<file path="config.mk">
export PLATFORM = sky130hd
export DESIGN_NAME = gts_timer_set
export DESIGN_NICKNAME = d
export VERILOG_FILES = /design/src/hw/gts_pkg.sv /design/src/hw/gts_timer_set.sv
export SDC_FILE = /design/constraint.sdc
export NUM_CORES = 1
export LEC_CHECK = 0
export BUFFER_PORTS_ARGS = -buffer_cell sky130_fd_sc_hd__buf_2
export CAP_MARGIN = 0
export CORE_UTILIZATION = 40
export CTS_CLUSTER_SIZE = 10
export DETAILED_ROUTE_END_ITERATION = 10
export GPL_ROUTABILITY_DRIVEN = 0
export SLEW_MARGIN = 20
export SYNTH_ARGS = -nofsm -noshare
export SYNTH_HDL_FRONTEND = slang
export SYNTH_SLANG_ARGS = --single-unit
</file>
<file path="constraint.sdc">
create_clock -name mclk -period 4.6 [get_ports mclk]
set_input_delay 0.92 -clock mclk [delete_from_list [all_inputs] [get_ports mclk]]
set_output_delay 0.92 -clock mclk [all_outputs]
set_load 0.005 [all_outputs]
</file>
<file path="src/hw/gts_pkg.sv">
/*
 * Constants for the general timer set: register offsets, control field
 * positions, writable masks, reset values and prescale limits.
 * Assumes a 32-bit APB slave with one register per aligned word.
 */
package gts_pkg;
    // Register byte offsets
    localparam logic [7:0] OFS_T1_CTRL = 8'h00;
    localparam logic [7:0] OFS_T1_CNT = 8'h04;
    localparam logic [7:0] OFS_T1_PER = 8'h08;
    localparam logic [7:0] OFS_T2_CTRL = 8'h0C;
    localparam logic [7:0] OFS_T3_CTRL = 8'h10;
    localparam logic [7:0] OFS_LO_CNT = 8'h14;
    localparam logic [7:0] OFS_UP_CNT = 8'h18;
    localparam logic [7:0] OFS_LO_PER = 8'h1C;
    localparam logic [7:0] OFS_UP_PER = 8'h20;
    localparam logic [7:0] OFS_FLAGS = 8'h24;
    localparam logic [7:0] OFS_IRQ_EN = 8'h28;
    // Decoded register selectors
    localparam logic [3:0] SEL_NONE = 4'hF;
    localparam logic [3:0] SEL_FLAGS = 4'h9;
    localparam logic [3:0] SEL_IRQ_EN = 4'hA;
    // Control field positions
    localparam int RUN_BIT = 15;
    localparam int SIDL_BIT = 13;
    localparam int GATE_BIT = 6;
    localparam int PS_HI = 5;
    localparam int PS_LO = 4;
    localparam int CHAIN_BIT = 3;
    localparam int SYNC_BIT = 2;
    localparam int TCS_BIT = 1;
    // Writable bits per control register, others read zero
    localparam logic [15:0] T1_MASK = 16'hA076;
    localparam logic [15:0] T2_MASK = 16'hA07A;
    localparam logic [15:0] T3_MASK = 16'hA072;
    // Reset values
    localparam logic [15:0] CTRL_RST = 16'h0000;
    localparam logic [15:0] CNT_RST = 16'h0000;
    localparam logic [15:0] PER_RST = 16'hFFFF;
    localparam logic [15:0] CNT_MAX = 16'hFFFF;
    // Prescale terminal counts for 1:256, 1:64, 1:8, 1:1
    localparam logic [7:0] PS256_MAX = 8'hFF;
    localparam logic [7:0] PS64_MAX = 8'h3F;
    localparam logic [7:0] PS8_MAX = 8'h07;
    localparam logic [7:0] PS1_MAX = 8'h00;
    // Flag and enable bit positions
    localparam int FLG_T1 = 0;
    localparam int FLG_LO = 1;
    localparam int FLG_UP = 2;
endpackage

</file>
<file path="src/hw/gts_timer_set.sv">
/*
 * General timer set: a standalone 16-bit timer and a lower/upper pair
 * that runs as two 16-bit timers or one chained 32-bit timer, with an
 * APB register file, interrupt requests and an ADC trigger pulse.
 * Assumes count pins, gate inputs and power-mode levels are synchronous
 * to mclk; the synchroniser stages model the sync/async choice.
 */
// The register offsets and the APB interface to the registers are this design's own decisions.
`timescale 1ns/1ps
`default_nettype none

// Function
// Timer1 run bit starts and stops it
// Stop-in-idle bit halts timer in Idle
// Gate counts internal clock only while active
// Prescale codes give 1:256, 1:64, 1:8, 1:1
// Sync bit chooses synchronized or asynchronous counting
// Timer1 clock source selects pin or internal
// Timer1 timer, sync counter, async counter modes
// Interrupt on period match or gate fall
// Timer1 may keep running in Idle, Sleep
// Chain bit joins pair into 32 bits
// Lower holds low word, upper high word
// Chained timer obeys only lower control bits
// Chained interrupt uses upper timer flag, enable
// Period is upper:lower period registers
// Count readable as upper:lower count pair
// Separated pair timers never count asynchronously
// Chained pair timer/counter interrupts on 32-bit match
// ADC trigger only from chained pair
// Lower and upper counts form time bases
// Lower run bit runs chain or lower
// Lower clock source selects pin or internal
// Software sets run bit last
// Software clears upper stop-in-idle for chain
// Match resets counter, sets interrupt flag
module gts_timer_set
    import gts_pkg::*;
(
    // Clock and reset
    input wire logic mclk,
    input wire logic reset_n,
    // APB slave
    input wire logic psel,
    input wire logic penable,
    input wire logic pwrite,
    input wire logic [7:0] paddr,
    input wire logic [31:0] pwdata,
    output logic [31:0] prdata,
    output logic pready,
    output logic pslverr,
    // Count and gate pins
    input wire logic timer1_count_pin,
    input wire logic timer2_count_pin,
    input wire logic timer3_count_pin,
    // Processor power modes
    input wire logic idle_mode,
    input wire logic sleep_mode,
    // Interrupt requests and ADC trigger
    output logic timer1_irq,
    output logic lower_irq,
    output logic upper_irq,
    output logic adc_trigger,
    // Time bases for capture and compare
    output logic [15:0] lower_timebase,
    output logic [15:0] upper_timebase
);

    logic [15:0] con_reg [3];
    logic [15:0] cnt_reg [3];
    logic [15:0] per_reg [3];
    logic [2:0] flag_reg;
    logic [2:0] ien_reg;
    logic [2:0] flag_set;
    logic [2:0] pin_in;
    logic [2:0] pin_s1_reg;
    logic [2:0] pin_s2_reg;
    logic [2:0] pin_old_reg;
    logic [2:0] pin_raw_reg;
    logic [2:0] inc;
    logic [2:0] gate_fall;
    logic [2:0] match16;
    logic [7:0] ps_reg [3];
    logic chain;
    logic match32;
    logic acc_wr;
    logic [3:0] wsel;
    logic [3:0] rsel;

    // Maps a byte offset onto a register selector
    function automatic logic [3:0] reg_sel(input logic [7:0] a);
        case (a)
            OFS_T1_CTRL: reg_sel = 4'h0;
            OFS_T2_CTRL: reg_sel = 4'h1;
            OFS_T3_CTRL: reg_sel = 4'h2;
            OFS_T1_CNT: reg_sel = 4'h3;
            OFS_LO_CNT: reg_sel = 4'h4;
            OFS_UP_CNT: reg_sel = 4'h5;
            OFS_T1_PER: reg_sel = 4'h6;
            OFS_LO_PER: reg_sel = 4'h7;
            OFS_UP_PER: reg_sel = 4'h8;
            OFS_FLAGS: reg_sel = SEL_FLAGS;
            OFS_IRQ_EN: reg_sel = SEL_IRQ_EN;
            default: reg_sel = SEL_NONE;
        endcase
    endfunction

    // Terminal count of the prescaler for a prescale code
    function automatic logic [7:0] ps_max(input logic [1:0] code);
        case (code)
            2'b11: ps_max = PS256_MAX;
            2'b10: ps_max = PS64_MAX;
            2'b01: ps_max = PS8_MAX;
            default: ps_max = PS1_MAX;
        endcase
    endfunction

    assign chain = con_reg[1][CHAIN_BIT];
    assign acc_wr = psel & penable & pready & pwrite;
    assign wsel = reg_sel(paddr);
    assign rsel = reg_sel(paddr);
    assign pin_in = {timer3_count_pin, timer2_count_pin, timer1_count_pin};
    // Chained period compare on the joined words
    assign match32 = ({cnt_reg[2], cnt_reg[1]} == {per_reg[2], per_reg[1]});

    // Pin pipeline: two-stage synchroniser plus raw history
    always_ff @(posedge mclk or negedge reset_n)
    begin
        if (!reset_n)
        begin
            pin_s1_reg <= 3'h0;
            pin_s2_reg <= 3'h0;
            pin_old_reg <= 3'h0;
            pin_raw_reg <= 3'h0;
        end
        else
        begin
            pin_s1_reg <= pin_in;
            pin_s2_reg <= pin_s1_reg;
            pin_old_reg <= pin_s2_reg;
            pin_raw_reg <= pin_in;
        end
    end

    // Per-timer clock selection, gating, power modes and prescaler
    for (genvar i = 0; i < 3; i++)
    begin : g_front
        logic [15:0] cfg;
        logic use_async;
        logic ext_edge;
        logic src;
        logic enable;
        logic fall_raw;
        // Upper timer follows lower control bits when chained
        assign cfg = (i == 2 && chain) ? con_reg[1] : con_reg[i];
        // Only the standalone timer may bypass the synchroniser
        assign use_async = (i == 0) && cfg[TCS_BIT] && !cfg[SYNC_BIT];
        assign ext_edge = use_async ? (pin_in[i] & ~pin_raw_reg[i])
                                    : (pin_s2_reg[i] & ~pin_old_reg[i]);
        // Gate only applies with the internal clock
        assign src = cfg[TCS_BIT] ? ext_edge
                   : (!cfg[GATE_BIT] || pin_s2_reg[i]);
        // Sleep stops the instruction clock; only async counting survives
        assign enable = cfg[RUN_BIT] && !(idle_mode && cfg[SIDL_BIT])
                        && !(sleep_mode && !use_async);
        assign fall_raw = ~pin_s2_reg[i] & pin_old_reg[i];
        assign gate_fall[i] = enable && !cfg[TCS_BIT] && cfg[GATE_BIT] && fall_raw;
        assign match16[i] = (cnt_reg[i] == per_reg[i]);
        assign inc[i] = enable && src && (ps_reg[i] == ps_max(cfg[PS_HI:PS_LO]));

        // Prescaler divides the selected input clock
        always_ff @(posedge mclk or negedge reset_n)
        begin
            if (!reset_n)
                ps_reg[i] <= PS1_MAX;
            else if (!cfg[RUN_BIT])
                ps_reg[i] <= PS1_MAX; // Clear so restart is deterministic
            else if (enable && src)
                ps_reg[i] <= inc[i] ? PS1_MAX : ps_reg[i] + 8'h01;
        end
    end

    // Standalone timer counter; software write wins over counting
    always_ff @(posedge mclk or negedge reset_n)
    begin
        if (!reset_n)
            cnt_reg[0] <= CNT_RST;
        else if (acc_wr && wsel == 4'h3)
            cnt_reg[0] <= pwdata[15:0];
        else if (inc[0])
            cnt_reg[0] <= match16[0] ? CNT_RST : cnt_reg[0] + 16'h0001;
    end

    // Lower and upper counters, chained or independent
    always_ff @(posedge mclk or negedge reset_n)
    begin
        if (!reset_n)
        begin
            cnt_reg[1] <= CNT_RST;
            cnt_reg[2] <= CNT_RST;
        end
        else if (chain)
        begin
            if (acc_wr && wsel == 4'h4)
                cnt_reg[1] <= pwdata[15:0];
            else if (inc[1])
                cnt_reg[1] <= match32 ? CNT_RST : cnt_reg[1] + 16'h0001;
            if (acc_wr && wsel == 4'h5)
                cnt_reg[2] <= pwdata[15:0];
            else if (inc[1] && match32)
                cnt_reg[2] <= CNT_RST;
            else if (inc[1] && cnt_reg[1] == CNT_MAX)
                cnt_reg[2] <= cnt_reg[2] + 16'h0001;
        end
        else
        begin
            if (acc_wr && wsel == 4'h4)
                cnt_reg[1] <= pwdata[15:0];
            else if (inc[1])
                cnt_reg[1] <= match16[1] ? CNT_RST : cnt_reg[1] + 16'h0001;
            if (acc_wr && wsel == 4'h5)
                cnt_reg[2] <= pwdata[15:0];
            else if (inc[2])
                cnt_reg[2] <= match16[2] ? CNT_RST : cnt_reg[2] + 16'h0001;
        end
    end

    // Flag sources; chained events land on the upper flag
    assign flag_set[FLG_T1] = (inc[0] && match16[0]) || gate_fall[0];
    assign flag_set[FLG_LO] = !chain && ((inc[1] && match16[1]) || gate_fall[1]);
    assign flag_set[FLG_UP] = chain ? ((inc[1] && match32) || gate_fall[1])
                            : ((inc[2] && match16[2]) || gate_fall[2]);

    // Flags clear by writing one; a same-cycle event keeps the flag set
    always_ff @(posedge mclk or negedge reset_n)
    begin
        if (!reset_n)
            flag_reg <= 3'h0;
        else if (acc_wr && wsel == SEL_FLAGS)
            flag_reg <= (flag_reg & ~pwdata[2:0]) | flag_set;
        else
            flag_reg <= flag_reg | flag_set;
    end

    // Control, period and enable registers
    always_ff @(posedge mclk or negedge reset_n)
    begin
        if (!reset_n)
        begin
            con_reg[0] <= CTRL_RST;
            con_reg[1] <= CTRL_RST;
            con_reg[2] <= CTRL_RST;
            per_reg[0] <= PER_RST;
            per_reg[1] <= PER_RST;
            per_reg[2] <= PER_RST;
            ien_reg <= 3'h0;
        end
        else if (acc_wr)
        begin
            case (wsel)
                4'h0: con_reg[0] <= pwdata[15:0] & T1_MASK;
                4'h1: con_reg[1] <= pwdata[15:0] & T2_MASK;
                4'h2: con_reg[2] <= pwdata[15:0] & T3_MASK;
                4'h6: per_reg[0] <= pwdata[15:0];
                4'h7: per_reg[1] <= pwdata[15:0];
                4'h8: per_reg[2] <= pwdata[15:0];
                SEL_IRQ_EN: ien_reg <= pwdata[2:0];
                default: ;
            endcase
        end
    end

    // APB answer: ready in the first access cycle, data read at setup
    always_ff @(posedge mclk or negedge reset_n)
    begin
        if (!reset_n)
        begin
            pready <= 1'b0;
            pslverr <= 1'b0;
            prdata <= 32'h0000_0000;
        end
        else if (psel && !penable)
        begin
            pready <= 1'b1;
            pslverr <= (rsel == SEL_NONE);
            case (rsel)
                4'h0: prdata <= {16'h0000, con_reg[0]};
                4'h1: prdata <= {16'h0000, con_reg[1]};
                4'h2: prdata <= {16'h0000, con_reg[2]};
                4'h3: prdata <= {16'h0000, cnt_reg[0]};
                4'h4: prdata <= {16'h0000, cnt_reg[1]};
                4'h5: prdata <= {16'h0000, cnt_reg[2]};
                4'h6: prdata <= {16'h0000, per_reg[0]};
                4'h7: prdata <= {16'h0000, per_reg[1]};
                4'h8: prdata <= {16'h0000, per_reg[2]};
                SEL_FLAGS: prdata <= {29'h0000_0000, flag_reg};
                SEL_IRQ_EN: prdata <= {29'h0000_0000, ien_reg};
                default: prdata <= 32'h0000_0000;
            endcase
        end
        else
        begin
            pready <= 1'b0;
            pslverr <= 1'b0;
        end
    end

    // Registered outputs: requests, ADC pulse and time bases
    always_ff @(posedge mclk or negedge reset_n)
    begin
        if (!reset_n)
        begin
            timer1_irq <= 1'b0;
            lower_irq <= 1'b0;
            upper_irq <= 1'b0;
            adc_trigger <= 1'b0;
            lower_timebase <= CNT_RST;
            upper_timebase <= CNT_RST;
        end
        else
        begin
            timer1_irq <= flag_reg[FLG_T1] & ien_reg[FLG_T1];
            lower_irq <= flag_reg[FLG_LO] & ien_reg[FLG_LO];
            upper_irq <= flag_reg[FLG_UP] & ien_reg[FLG_UP];
            adc_trigger <= chain && inc[1] && match32;
            lower_timebase <= cnt_reg[1];
            upper_timebase <= cnt_reg[2];
        end
    end
endmodule

`default_nettype wire

</file>
==> results of run 1 <==
-- worst register-to-register path: stages (launching register included) --
cell      delay (ns)
dfrtp_1         0.58
ha_1            0.28
nand4_1         0.16
or4_1           0.66
o41a_1          0.44
or3_4           0.37
o32ai_4         0.37
a21boi_1        0.25
a221o_1         0.12
-- placed cells by master (no fill, tap or decap), drive strengths merged, types with 15 or more instances in the layout --
| master | count |
|---|---|
| a21oi | 18 |
| a221o | 15 |
| a222oi | 24 |
| a22oi | 24 |
| and2 | 16 |
| and3 | 18 |
| buf | 103 |
| clkbuf | 45 |
| conb | 16 |
| dfrtp | 161 |
| dfstp | 48 |
| inv | 16 |
| mux2 | 72 |
| nand2 | 82 |
| nand3 | 32 |
| nand4 | 15 |
| nor2 | 64 |
| nor3 | 26 |
| nor4 | 18 |
| o21ai | 66 |
| xnor2 | 17 |
| xor2 | 41 |
-- final cells by class --
cell class,count,area (um2)
multi-input cells,724,5010
fillers,2456,13900
repair buffers,103,578
flip-flops and latches,209,5290
well taps,335,419
inverters,16,60.1
clock inverters,1,5.00
clock buffers,45,793
-- metal layers --
metal	up-vias	share of wire [%]	global-route usage [%]	wire length, um
li1	3899	-	-	-
met1	4255	44	33.2	13700
met3	46	8.3	3.95	2600
met2	338	46	37.2	14500
met5	-	0	0	0
met4	0	1.9	6.05	587
-- where the power goes --
part / switching (uW) / leakage [uW] / total (uW) / internal [uW]
Combinational: 135 / 0.00234 / 199 / 63.7
Sequential: 39.0 / 0.00265 / 1910 / 1880
Clock: 763 / 0.000388 / 1920 / 1150
-- path summary, 6_finish.rpt --
| check | end | slack [ns] | cells past startpoint |
|---|---|---|---|
| worst min register to register | pin_s2_reg[1] | 0.35 | 0 |
| max in group asynchronous | prdata[4] | 3.24 | 2 |
| worst max register to register | cnt_reg[15] | 1.30 | 8 |
| worst min-delay path | cnt_reg[32] | 0.34 | 1 |
| min in group mclk | pin_s2_reg[1] | 0.35 | 0 |
| worst max-delay path | cnt_reg[15] | 1.30 | 8 |
-- cells in the mapped netlist, types with 12 or more instances --
library cell / count / area (um2)
a22oi_1: 24 / 180
xnor2_1: 17 / 149
o21a_1: 13 / 97.6
a21oi_1: 18 / 90.1
mux2_2: 72 / 811
and3_1: 18 / 113
dfstp_2: 48 / 1260
a222oi_1: 24 / 240
nor3_1: 25 / 125
inv_1: 16 / 60.1
dfrtp_1: 161 / 4030
and2_1: 16 / 100
a221o_1: 15 / 150
nand4_1: 15 / 93.8
a31oi_1: 13 / 81.3
nor2_1: 62 / 233
clkbuf_1: 37 / 139
nor4_1: 16 / 100
xor2_1: 41 / 359
o311ai_0: 12 / 105
nand3_1: 32 / 160
buf_4: 18 / 135
nand2_1: 82 / 308
o21ai_0: 62 / 310
-- stage by stage --
stage	util, %	total power [uW]
after floorplan	-	2020
after global placement	43.6	2140
after detailed placement	43.6	2140
after CTS	46.6	4060
after global routing	46.7	4170
final	46.7	4030
-- cells by family (layout without fill, tap and decap cells) --
| kind of cell | Yosys count | count (layout) | synth area share (%) |
|---|---|---|---|
| AO/OA/AOI/OAI | 245 | 245 | 16.9 |
| XOR/XNOR | 58 | 58 | 4.77 |
| adder cells (fa/ha/maj) | 6 | 6 | 0.705 |
| buffers and inverters | 88 | 165 | 3.92 |
| flip-flops | 209 | 209 | 49.7 |
| multiplexers | 78 | 78 | 8.17 |
| other | 1 | 16 | 0.0352 |
| AND/OR/NAND/NOR | 321 | 321 | 15.8 |
==> results.md, run 1 <==
* Global route total overflow at 0
* FF+latch count, synth at 209
* VDD IR-drop max at 0.302 mV
* Vias per cell at 5.96
* Wire length per cell at 21.9 um
* Post_cts resized at 0
* Cell count after placement at 1387
* Mapped Cells at 1006
* Slowest CP cell: or4_1
* Yosys cell types at 76
* Placed inst area at 0.0114 mm2
* WS Path Type: flop to flop
* Fin. max-slew vios at 0
* Clk slew on worst S/H paths at 0.06 ns
* Synth Warn # at 0
* I/O Pins at 120
* Final instance area at 0.0122 mm2
* Crit-path max cell delay at 0.66 ns
* CTS HTree Levels at 1
* GRT Util Overall at 23.5%
* Number of synthesized flops with an enable pin at 0
* Period Utilization, post-route at 71.7%
* CP Max Fanout at 14
* Pwr dens at 331 mW/mm2
* Crit. End Element: flop
* Final nets at 1136
* Area of the mapped netlist at 0.0107 mm2
* Async SR Flop Fraction at 100%
* Number of nets with antenna violations after routing at 0
* Layout area overhead at 14.1%
* Fin cells at 1433
* R2r startpoint: cnt_reg[17]
* DRC violations left at 0
* WP buf/inv at 0
* Setup-failing EPs final at 0
* Unrepaired setup endpoints after global routing: no
* Pre-Repair DR Iteration Count at 8
* Worst Hold Class: primary input to asynchronous set/reset pin
* Worst Setup Start Kind: flop
* N_diodes at 0
* Layout cells sized above 1 at 25.3%
* Min Clock Period, post-route at 3.30 ns
* Fin. Hold Viols at 0
* Worst Max-Slew Pin Slew at 0.956 ns
* Post-CTS Setup Bufs at 0
* Drt first-iter violations at 944
* Ys flop type: dfrtp_1
* Post-synthesis average cell area at 10.6 um2
* First-pass GRT wire length at 48.4 mm
* Critical path's top delay family: simple AND/OR/NAND/NOR gates
* Initial core utilization at 40.9%
* Fmax at 0.303 GHz
* WHS at 0.336 ns
* Clock Sinks at 209
* Required @ worst endpoint at 5.08 ns
* Leakage power at 0.00538 uW
* Outcome: finished, final reports clean
* Final setup TNS at 0 ns
* Die area at 0.0273 mm2
* Max clock buf depth at 3
* Final WS setup at 1.30 ns
* Register area share after synthesis at 49.7%
* Hold_buf cts at 0
* Worst slack, placed at 0.926 ns
* Die H at 165 um
* Arr. time, crit path at 3.78 ns
* Chip width at 165 um
* Core ar. at 0.0261 mm2
* Largest net degree at the start of global routing at 101
* Via count at 8538
* Number of global-route vias before repair at 8118
* Initial antenna violation count at 0
* CTS tree: yes
* Cell Chain, Critical Path: ha_1 > nand4_1 > or4_1 > o41a_1 > or3_4 > o32ai_4 > a21boi_1 > a221o_1
* Root buf cell: clkbuf_16
* Setup Skew at 0.0162 ns
* Clk_lat worst skew at 0.54 ns
* Critical Path Start: cnt_reg[17]
* CTS Buf Count at 26
* Number of max-cap violations at 0
* Quantity of I/O buffers inserted on ports at 87
* Slew HR at 36.1%
* Post-DP HPWL at 21.9 mm
* Aggregate routed wire length at 31.4 mm
* Rows at 59
Power figures use the tool's default switching activity.
==> run 2: changes to the inputs <==
- clock period: 4.6 -> 3.39 ns (I/O delays scaled with it)
==> run 2 against run 1 <==
Compared with the run above: largest power group is now sequential cells; register-to-register slack got worse by 0.86 ns; non-clock buffer count up 40; largest cell class unchanged; via count increased by 1.9%; flip-flop and latch count did not move; combinational power up 44%; worst setup slack lost 0.86 ns; sequential power is 36% higher.
==> results.md, run 2 (synthesized netlist as in run 1, its figures left out) <==
* Largest net degree at the start of global routing at 94 (was 101)
* Wire length per cell at 21.6 um (was 21.9 um)
* Slowest CP cell: or4_1 (unchanged)
* Clk slew on worst S/H paths at 0.06 ns (about the same)
* GR peak layer: met2 (unchanged)
* Rows at 59 (unchanged)
* Number of max-cap violations at 0 (unchanged)
* Arr. time, crit path at 3.40 ns (was 3.78 ns)
* Final WS setup at 0.441 ns (was 1.30 ns)
* Post-DP HPWL at 23.0 mm (was 21.9 mm)
* Final nets at 1175 (was 1136)
* CP Max Fanout at 14 (unchanged)
* Final setup TNS at 0 ns (unchanged)
* Pre-Repair DR Iteration Count at 8 (unchanged)
* Outcome: finished, final reports clean (unchanged)
* Fin cells at 1472 (was 1433)
* Pwr dens at 427 mW/mm2 (was 331 mW/mm2)
* Number of global-route vias before repair at 8419 (was 8118)
* Min Clock Period, post-route at 2.95 ns (was 3.30 ns)
* Required @ worst endpoint at 3.84 ns (was 5.08 ns)
* Period Utilization, post-route at 87.0% (was 71.7%)
* Worst Setup Start Kind: flop (unchanged)
* WP buf/inv at 0 (unchanged)
* Core ar. at 0.0261 mm2 (unchanged)
* CTS tree: yes (unchanged)
* DRC violations left at 0 (unchanged)
* Cell count after placement at 1427 (was 1387)
* N_diodes at 0 (unchanged)
* I/O Pins at 120 (unchanged)
* Crit-path max cell delay at 0.64 ns (was 0.66 ns)
* Fin. max-slew vios at 0 (unchanged)
* Root buf cell: clkbuf_16 (unchanged)
* Fin. Hold Viols at 0 (unchanged)
* Critical path's top delay family: simple AND/OR/NAND/NOR gates (unchanged)
* Drt first-iter violations at 792 (was 944)
* Setup Skew at 0.00777 ns (was 0.0162 ns)
* Quantity of I/O buffers inserted on ports at 87 (unchanged)
* Clock Sinks at 209 (unchanged)
* Worst Hold Class: primary input to asynchronous set/reset pin (unchanged)
* Initial core utilization at 40.9% (unchanged)
* Post_cts resized at 0 (unchanged)
* Hold_buf cts at 0 (unchanged)
* Die H at 165 um (unchanged)
* Vias per cell at 5.91 (was 5.96)
* Layout cells sized above 1 at 27.4% (was 25.3%)
* Global-route met3 utilization at 3.67% (was 3.95%)
* Commonest non-fill, non-tap cells in the layout: dfrtp_1, buf_2, nand2_1 (unchanged)
* Post-CTS Setup Bufs at 0 (unchanged)
* Initial antenna violation count at 1 (was 0)
* First-pass GRT wire length at 49.2 mm (was 48.4 mm)
* Number of nets with antenna violations after routing at 0 (unchanged)
* Fmax at 0.339 GHz (was 0.303 GHz)
* Chip width at 165 um (unchanged)
* Unrepaired setup endpoints after global routing: no (unchanged)
* Cell Chain, Critical Path: ha_1 > nand4_1 > or4_1 > o41a_1 > or3_4 > o32ai_4 > a21boi_1 > a221o_1 (unchanged)
* Global route total overflow at 0 (unchanged)
* Met2 GRT Util at 37.7% (was 37.2%)
* Aggregate routed wire length at 31.8 mm (was 31.4 mm)
* Worst Max-Slew Pin Slew at 0.739 ns (was 0.956 ns)
* Via count at 8703 (was 8538)
* Commonest non-fill, non-tap cell in the layout: dfrtp_1 (unchanged)
* Max clock buf depth at 3 (unchanged)
* CTS HTree Levels at 1 (unchanged)
* Clk_lat worst skew at 0.52 ns (was 0.54 ns)
* Slew HR at 50.7% (was 36.1%)
* Setup-failing EPs final at 0 (unchanged)
* Layout area overhead at 16.2% (was 14.1%)
* Worst slack, placed at 0.369 ns (was 0.926 ns)
* Die area at 0.0273 mm2 (unchanged)
* Leakage power at 0.00554 uW (was 0.00538 uW)
* WS Path Type: flop to flop (unchanged)
* Global-route met1 utilization at 33.9% (was 33.2%)
* Crit. End Element: flop (unchanged)
* CTS Buf Count at 25 (was 26)
* VDD IR-drop max at 0.286 mV (was 0.302 mV)
* GRT Util Overall at 23.8% (was 23.5%)
==> run 2: changes by cell type in the layout (fill, tap and decap cells not counted), sizes merged <==
cell | before | now
buf | 103 | 143
clkinv | 1 | 0
==> run 2: worst paths after layout <==
kind	start	end	slack (ns)	cells after the start
worst max-delay path	cnt_reg[17]	cnt_reg[15]	0.44	8
worst min-delay path	reset_n	pin_s2_reg[0]	0.18	1
worst max register to register	cnt_reg[17]	cnt_reg[15]	0.44	8
worst min register to register	pin_raw_reg[1]	pin_s2_reg[1]	0.35	0
max in group asynchronous	reset_n	per_reg[27]	2.32	2
min in group mclk	timer2_count_pin	pin_raw_reg[1]	0.27	1
==> run 2: layout make-up <==
| class | instances | area, um2 |
|---|---|---|
| Tap cell | 335 | 419 |
| Clock buffer | 45 | 721 |
| Timing Repair Buffer | 143 | 878 |
| Multi-Input combinational cell | 724 | 5010 |
| Fill cell | 2480 | 13700 |
| Inverter | 16 | 60.1 |
| Sequential cell | 209 | 5290 |
==> run 2: power by group <==
| part | internal, uW | total, uW | switching, uW |
|---|---|---|---|
| clock network | 1420 | 2410 | 996 |
| logic | 93.3 | 286 | 192 |
| registers | 2550 | 2590 | 47.0 |
| total | 4050 | 5290 | 1240 |
==> run 2: metrics by stage <==
stage                     cell area, um2  utilization (%)  hold slack (ns)  total power (uW)
after global placement             11700             44.7            0.339              2920
after floorplan                    10700                -            0.331              2740
after global routing               12400             47.5            0.234              5460
after CTS                          12400             47.5            0.218              5330
after detailed placement           11700             44.7            0.346              2920
final                              12400             47.5            0.179              5290
==> run 2: worst register-to-register path, delay by kind of cell, from the launching register on <==
kind	cells	cell delay (ns)
adder cells (fa/ha/maj)	1	0.21
AND/OR/NAND/NOR	3	1.18
flip-flops	1	0.35
AO/OA/AOI/OAI	4	1.15
==> run 2: layer usage <==
layer / wire (um) / vias up
li1: - / 3997
met1: 14100 / 4323
met2: 14600 / 337
met3: 2410 / 46
met4: 710 / 0
met5: 0 / -
==> run 3: changes to the inputs <==
- RECOVER_POWER: default -> 50
==> run 3 against run 2 <==
Compared with the run above: the flow now finishes with violations (capacitance limit, slew limit); critical endpoint is now cnt_reg[31]; sequential power hardly changed; via count grew 0.28%; routed wire length decreased by 0.11%; largest power group unchanged; global-route usage stayed put; flip-flop and latch count stayed put; clock power barely moved; die area unchanged; non-clock buffer count unchanged; worst setup slack worse by 0.017 ns; fmax down 0.56%; sequential share of layout area up 0.38 points; hold slack improved by 0.091 ns.
==> results.md, run 3 (synthesized netlist as in run 1, its figures left out) <==
* Worst Hold Class: primary input to flop (was primary input to asynchronous set/reset pin)
* Unrepaired setup endpoints after global routing: no (unchanged)
* Post_cts resized at 0 (unchanged)
* Fin. Hold Viols at 0 (unchanged)
* Fin. max-slew vios at 93 (was 0)
* CTS tree: yes (unchanged)
* Layout area overhead at 15.2% (was 16.2%)
* Root buf cell: clkbuf_16 (unchanged)
* Largest net degree at the start of global routing at 94 (unchanged)
* Required @ worst endpoint at 3.79 ns (was 3.84 ns)
* Period Utilization, post-route at 87.5% (was 87.0%)
* Commonest non-fill, non-tap cells in the layout: dfrtp_1, buf_2, nand2_1 (unchanged)
* Part of the power in registers at 49.0% (about the same)
* Drt first-iter violations at 683 (was 792)
* CTS Buf Count at 25 (unchanged)
* Worst Setup Start Kind: flop (unchanged)
* Fmax at 0.337 GHz (was 0.339 GHz)
* Filler cells at 2509 (was 2480)
* Via count at 8727 (was 8703)
* Final nets at 1175 (unchanged)
* Violated checks: capacitance limit, slew limit
* Max clock buf depth at 3 (unchanged)
* First-pass GRT wire length at 49.2 mm (unchanged)
* Aggregate routed wire length at 31.8 mm (about the same)
* Sw Ratio at 23.4% (about the same)
* Outcome: finished, violations left (was finished, final reports clean)
* Crit. End Element: flop (unchanged)
* WS Path Type: flop to flop (unchanged)
* DRC violations left at 0 (unchanged)
* Core ar. at 0.0261 mm2 (unchanged)
* Fin cells at 1472 (unchanged)
* Setup Skew at 0.00766 ns (was 0.00777 ns)
* VDD IR-drop max at 0.285 mV (was 0.286 mV)
* Hold_buf cts at 0 (unchanged)
* Wire length per cell at 21.6 um (about the same)
* Number of nets with antenna violations after routing at 0 (unchanged)
* Clk slew on worst S/H paths at 0.06 ns (about the same)
* Layout cells sized above 1 at 25.2% (was 27.4%)
* Rows at 59 (unchanged)
* Leakage power at 0.00543 uW (was 0.00554 uW)
* Pre-Repair DR Iteration Count at 8 (unchanged)
* N_diodes at 0 (unchanged)
* Number of global-route vias before repair at 8419 (unchanged)
* Number of max-cap violations at 1 (was 0)
* Power share of the clock group at 45.7% (was 45.6%)
* Initial core utilization at 40.9% (unchanged)
* Commonest non-fill, non-tap cell in the layout: dfrtp_1 (unchanged)
* GRT Util Overall at 23.8% (unchanged)
* Final setup TNS at 0 ns (unchanged)
* Worst Max-Slew Pin Slew at 2.42 ns (was 0.739 ns)
* Setup-failing EPs final at 0 (unchanged)
* Global route total overflow at 0 (unchanged)
* Clk_lat worst skew at 0.52 ns (about the same)
* Chip width at 165 um (unchanged)
* CP Max Fanout at 27 (was 14)
* Post-CTS Setup Bufs at 0 (unchanged)
* Clock Sinks at 209 (unchanged)
* Comb pwr share at 5.3% (was 5.4%)
* Die area at 0.0273 mm2 (unchanged)
* Cell count after placement at 1427 (unchanged)
* Total power at 5280 uW (was 5290 uW)
* I/O Pins at 120 (unchanged)
* Arr. time, crit path at 3.36 ns (was 3.40 ns)
* Die H at 165 um (unchanged)
* Initial antenna violation count at 1 (unchanged)
* Pwr dens at 431 mW/mm2 (was 427 mW/mm2)
* Int Pwr at 4050 uW (about the same)
* CTS HTree Levels at 1 (unchanged)
* Vias per cell at 5.93 (was 5.91)
* Net switching power at 1240 uW (about the same)
* Post-DP HPWL at 23.0 mm (unchanged)
* Quantity of I/O buffers inserted on ports at 87 (unchanged)
* Min Clock Period, post-route at 2.97 ns (was 2.95 ns)
* Slew HR at -61.2% (was 50.7%)
==> run 3: area by class of cell <==
cell class | instances | area [um2] | share of cell area, %
sequential | 209 | 5290 | 43.1
multi-input combinational | 724 | 5010 | 40.8
clock buffer | 45 | 721 | 5.88
inverter | 16 | 60.1 | 0.490
tap | 335 | 419 | 3.42
timing repair buffer | 143 | 769 | 6.27
==> run 3: power groups by stage <==
stage                     Combinational (uW)  Clock, uW  Sequential, uW
final                                    280       2410            2590
after global routing                     315       2550            2600
after CTS                                288       2450            2590
after detailed placement                 287          0            2630
after global placement                   284          0            2630
after floorplan                          123          0            2620
==> run 3: metrics by stage <==
stage	instance area [um2]	worst slack, ns	utilization [%]	hold slack [ns]
2_1_floorplan	10700	0.679	-	0.331
3_3_place_gp	11700	0.383	44.7	0.339
3_5_place_dp	11700	0.369	44.7	0.346
4_1_cts	12400	0.450	47.5	0.218
5_1_grt	12300	0.249	47.1	0.267
6_report	12300	0.425	47.1	0.270
==> run 3: path summary, 6_finish.rpt <==
kind | start | end | depth (start not counted) | slack [ns]
max | cnt_reg[25] | cnt_reg[31] | 9 | 0.42
min in group asynchronous | reset_n | pin_s2_reg[0] | 1 | 0.87
min | timer2_count_pin | pin_raw_reg[1] | 1 | 0.27
max reg2reg | cnt_reg[25] | cnt_reg[31] | 9 | 0.42
min reg2reg | pin_raw_reg[1] | pin_s2_reg[1] | 0 | 0.35
max in group asynchronous | reset_n | lower_timebase[9] | 2 | 0.84
==> run 3: layer usage <==
layer / GRT usage (%) / routed length, um / vias up
met5: 0 / 0 / -
met4: 6.17 / 784 / 0
met3: 3.67 / 2200 / 57
met2: 37.7 / 14600 / 328
met1: 33.9 / 14300 / 4349
li1: - / - / 3993
==> run 3: worst max-delay path, stage by stage, from the launching register on <==
cell,delay (ns)
dfrtp_1,0.35
clkbuf_1,0.41
xor2_1,0.16
nor4_1,0.32
nand4_1,0.42
o211ai_1,0.37
buf_4,0.31
nand2b_1,0.18
nor3_1,0.06
a221o_1,0.26
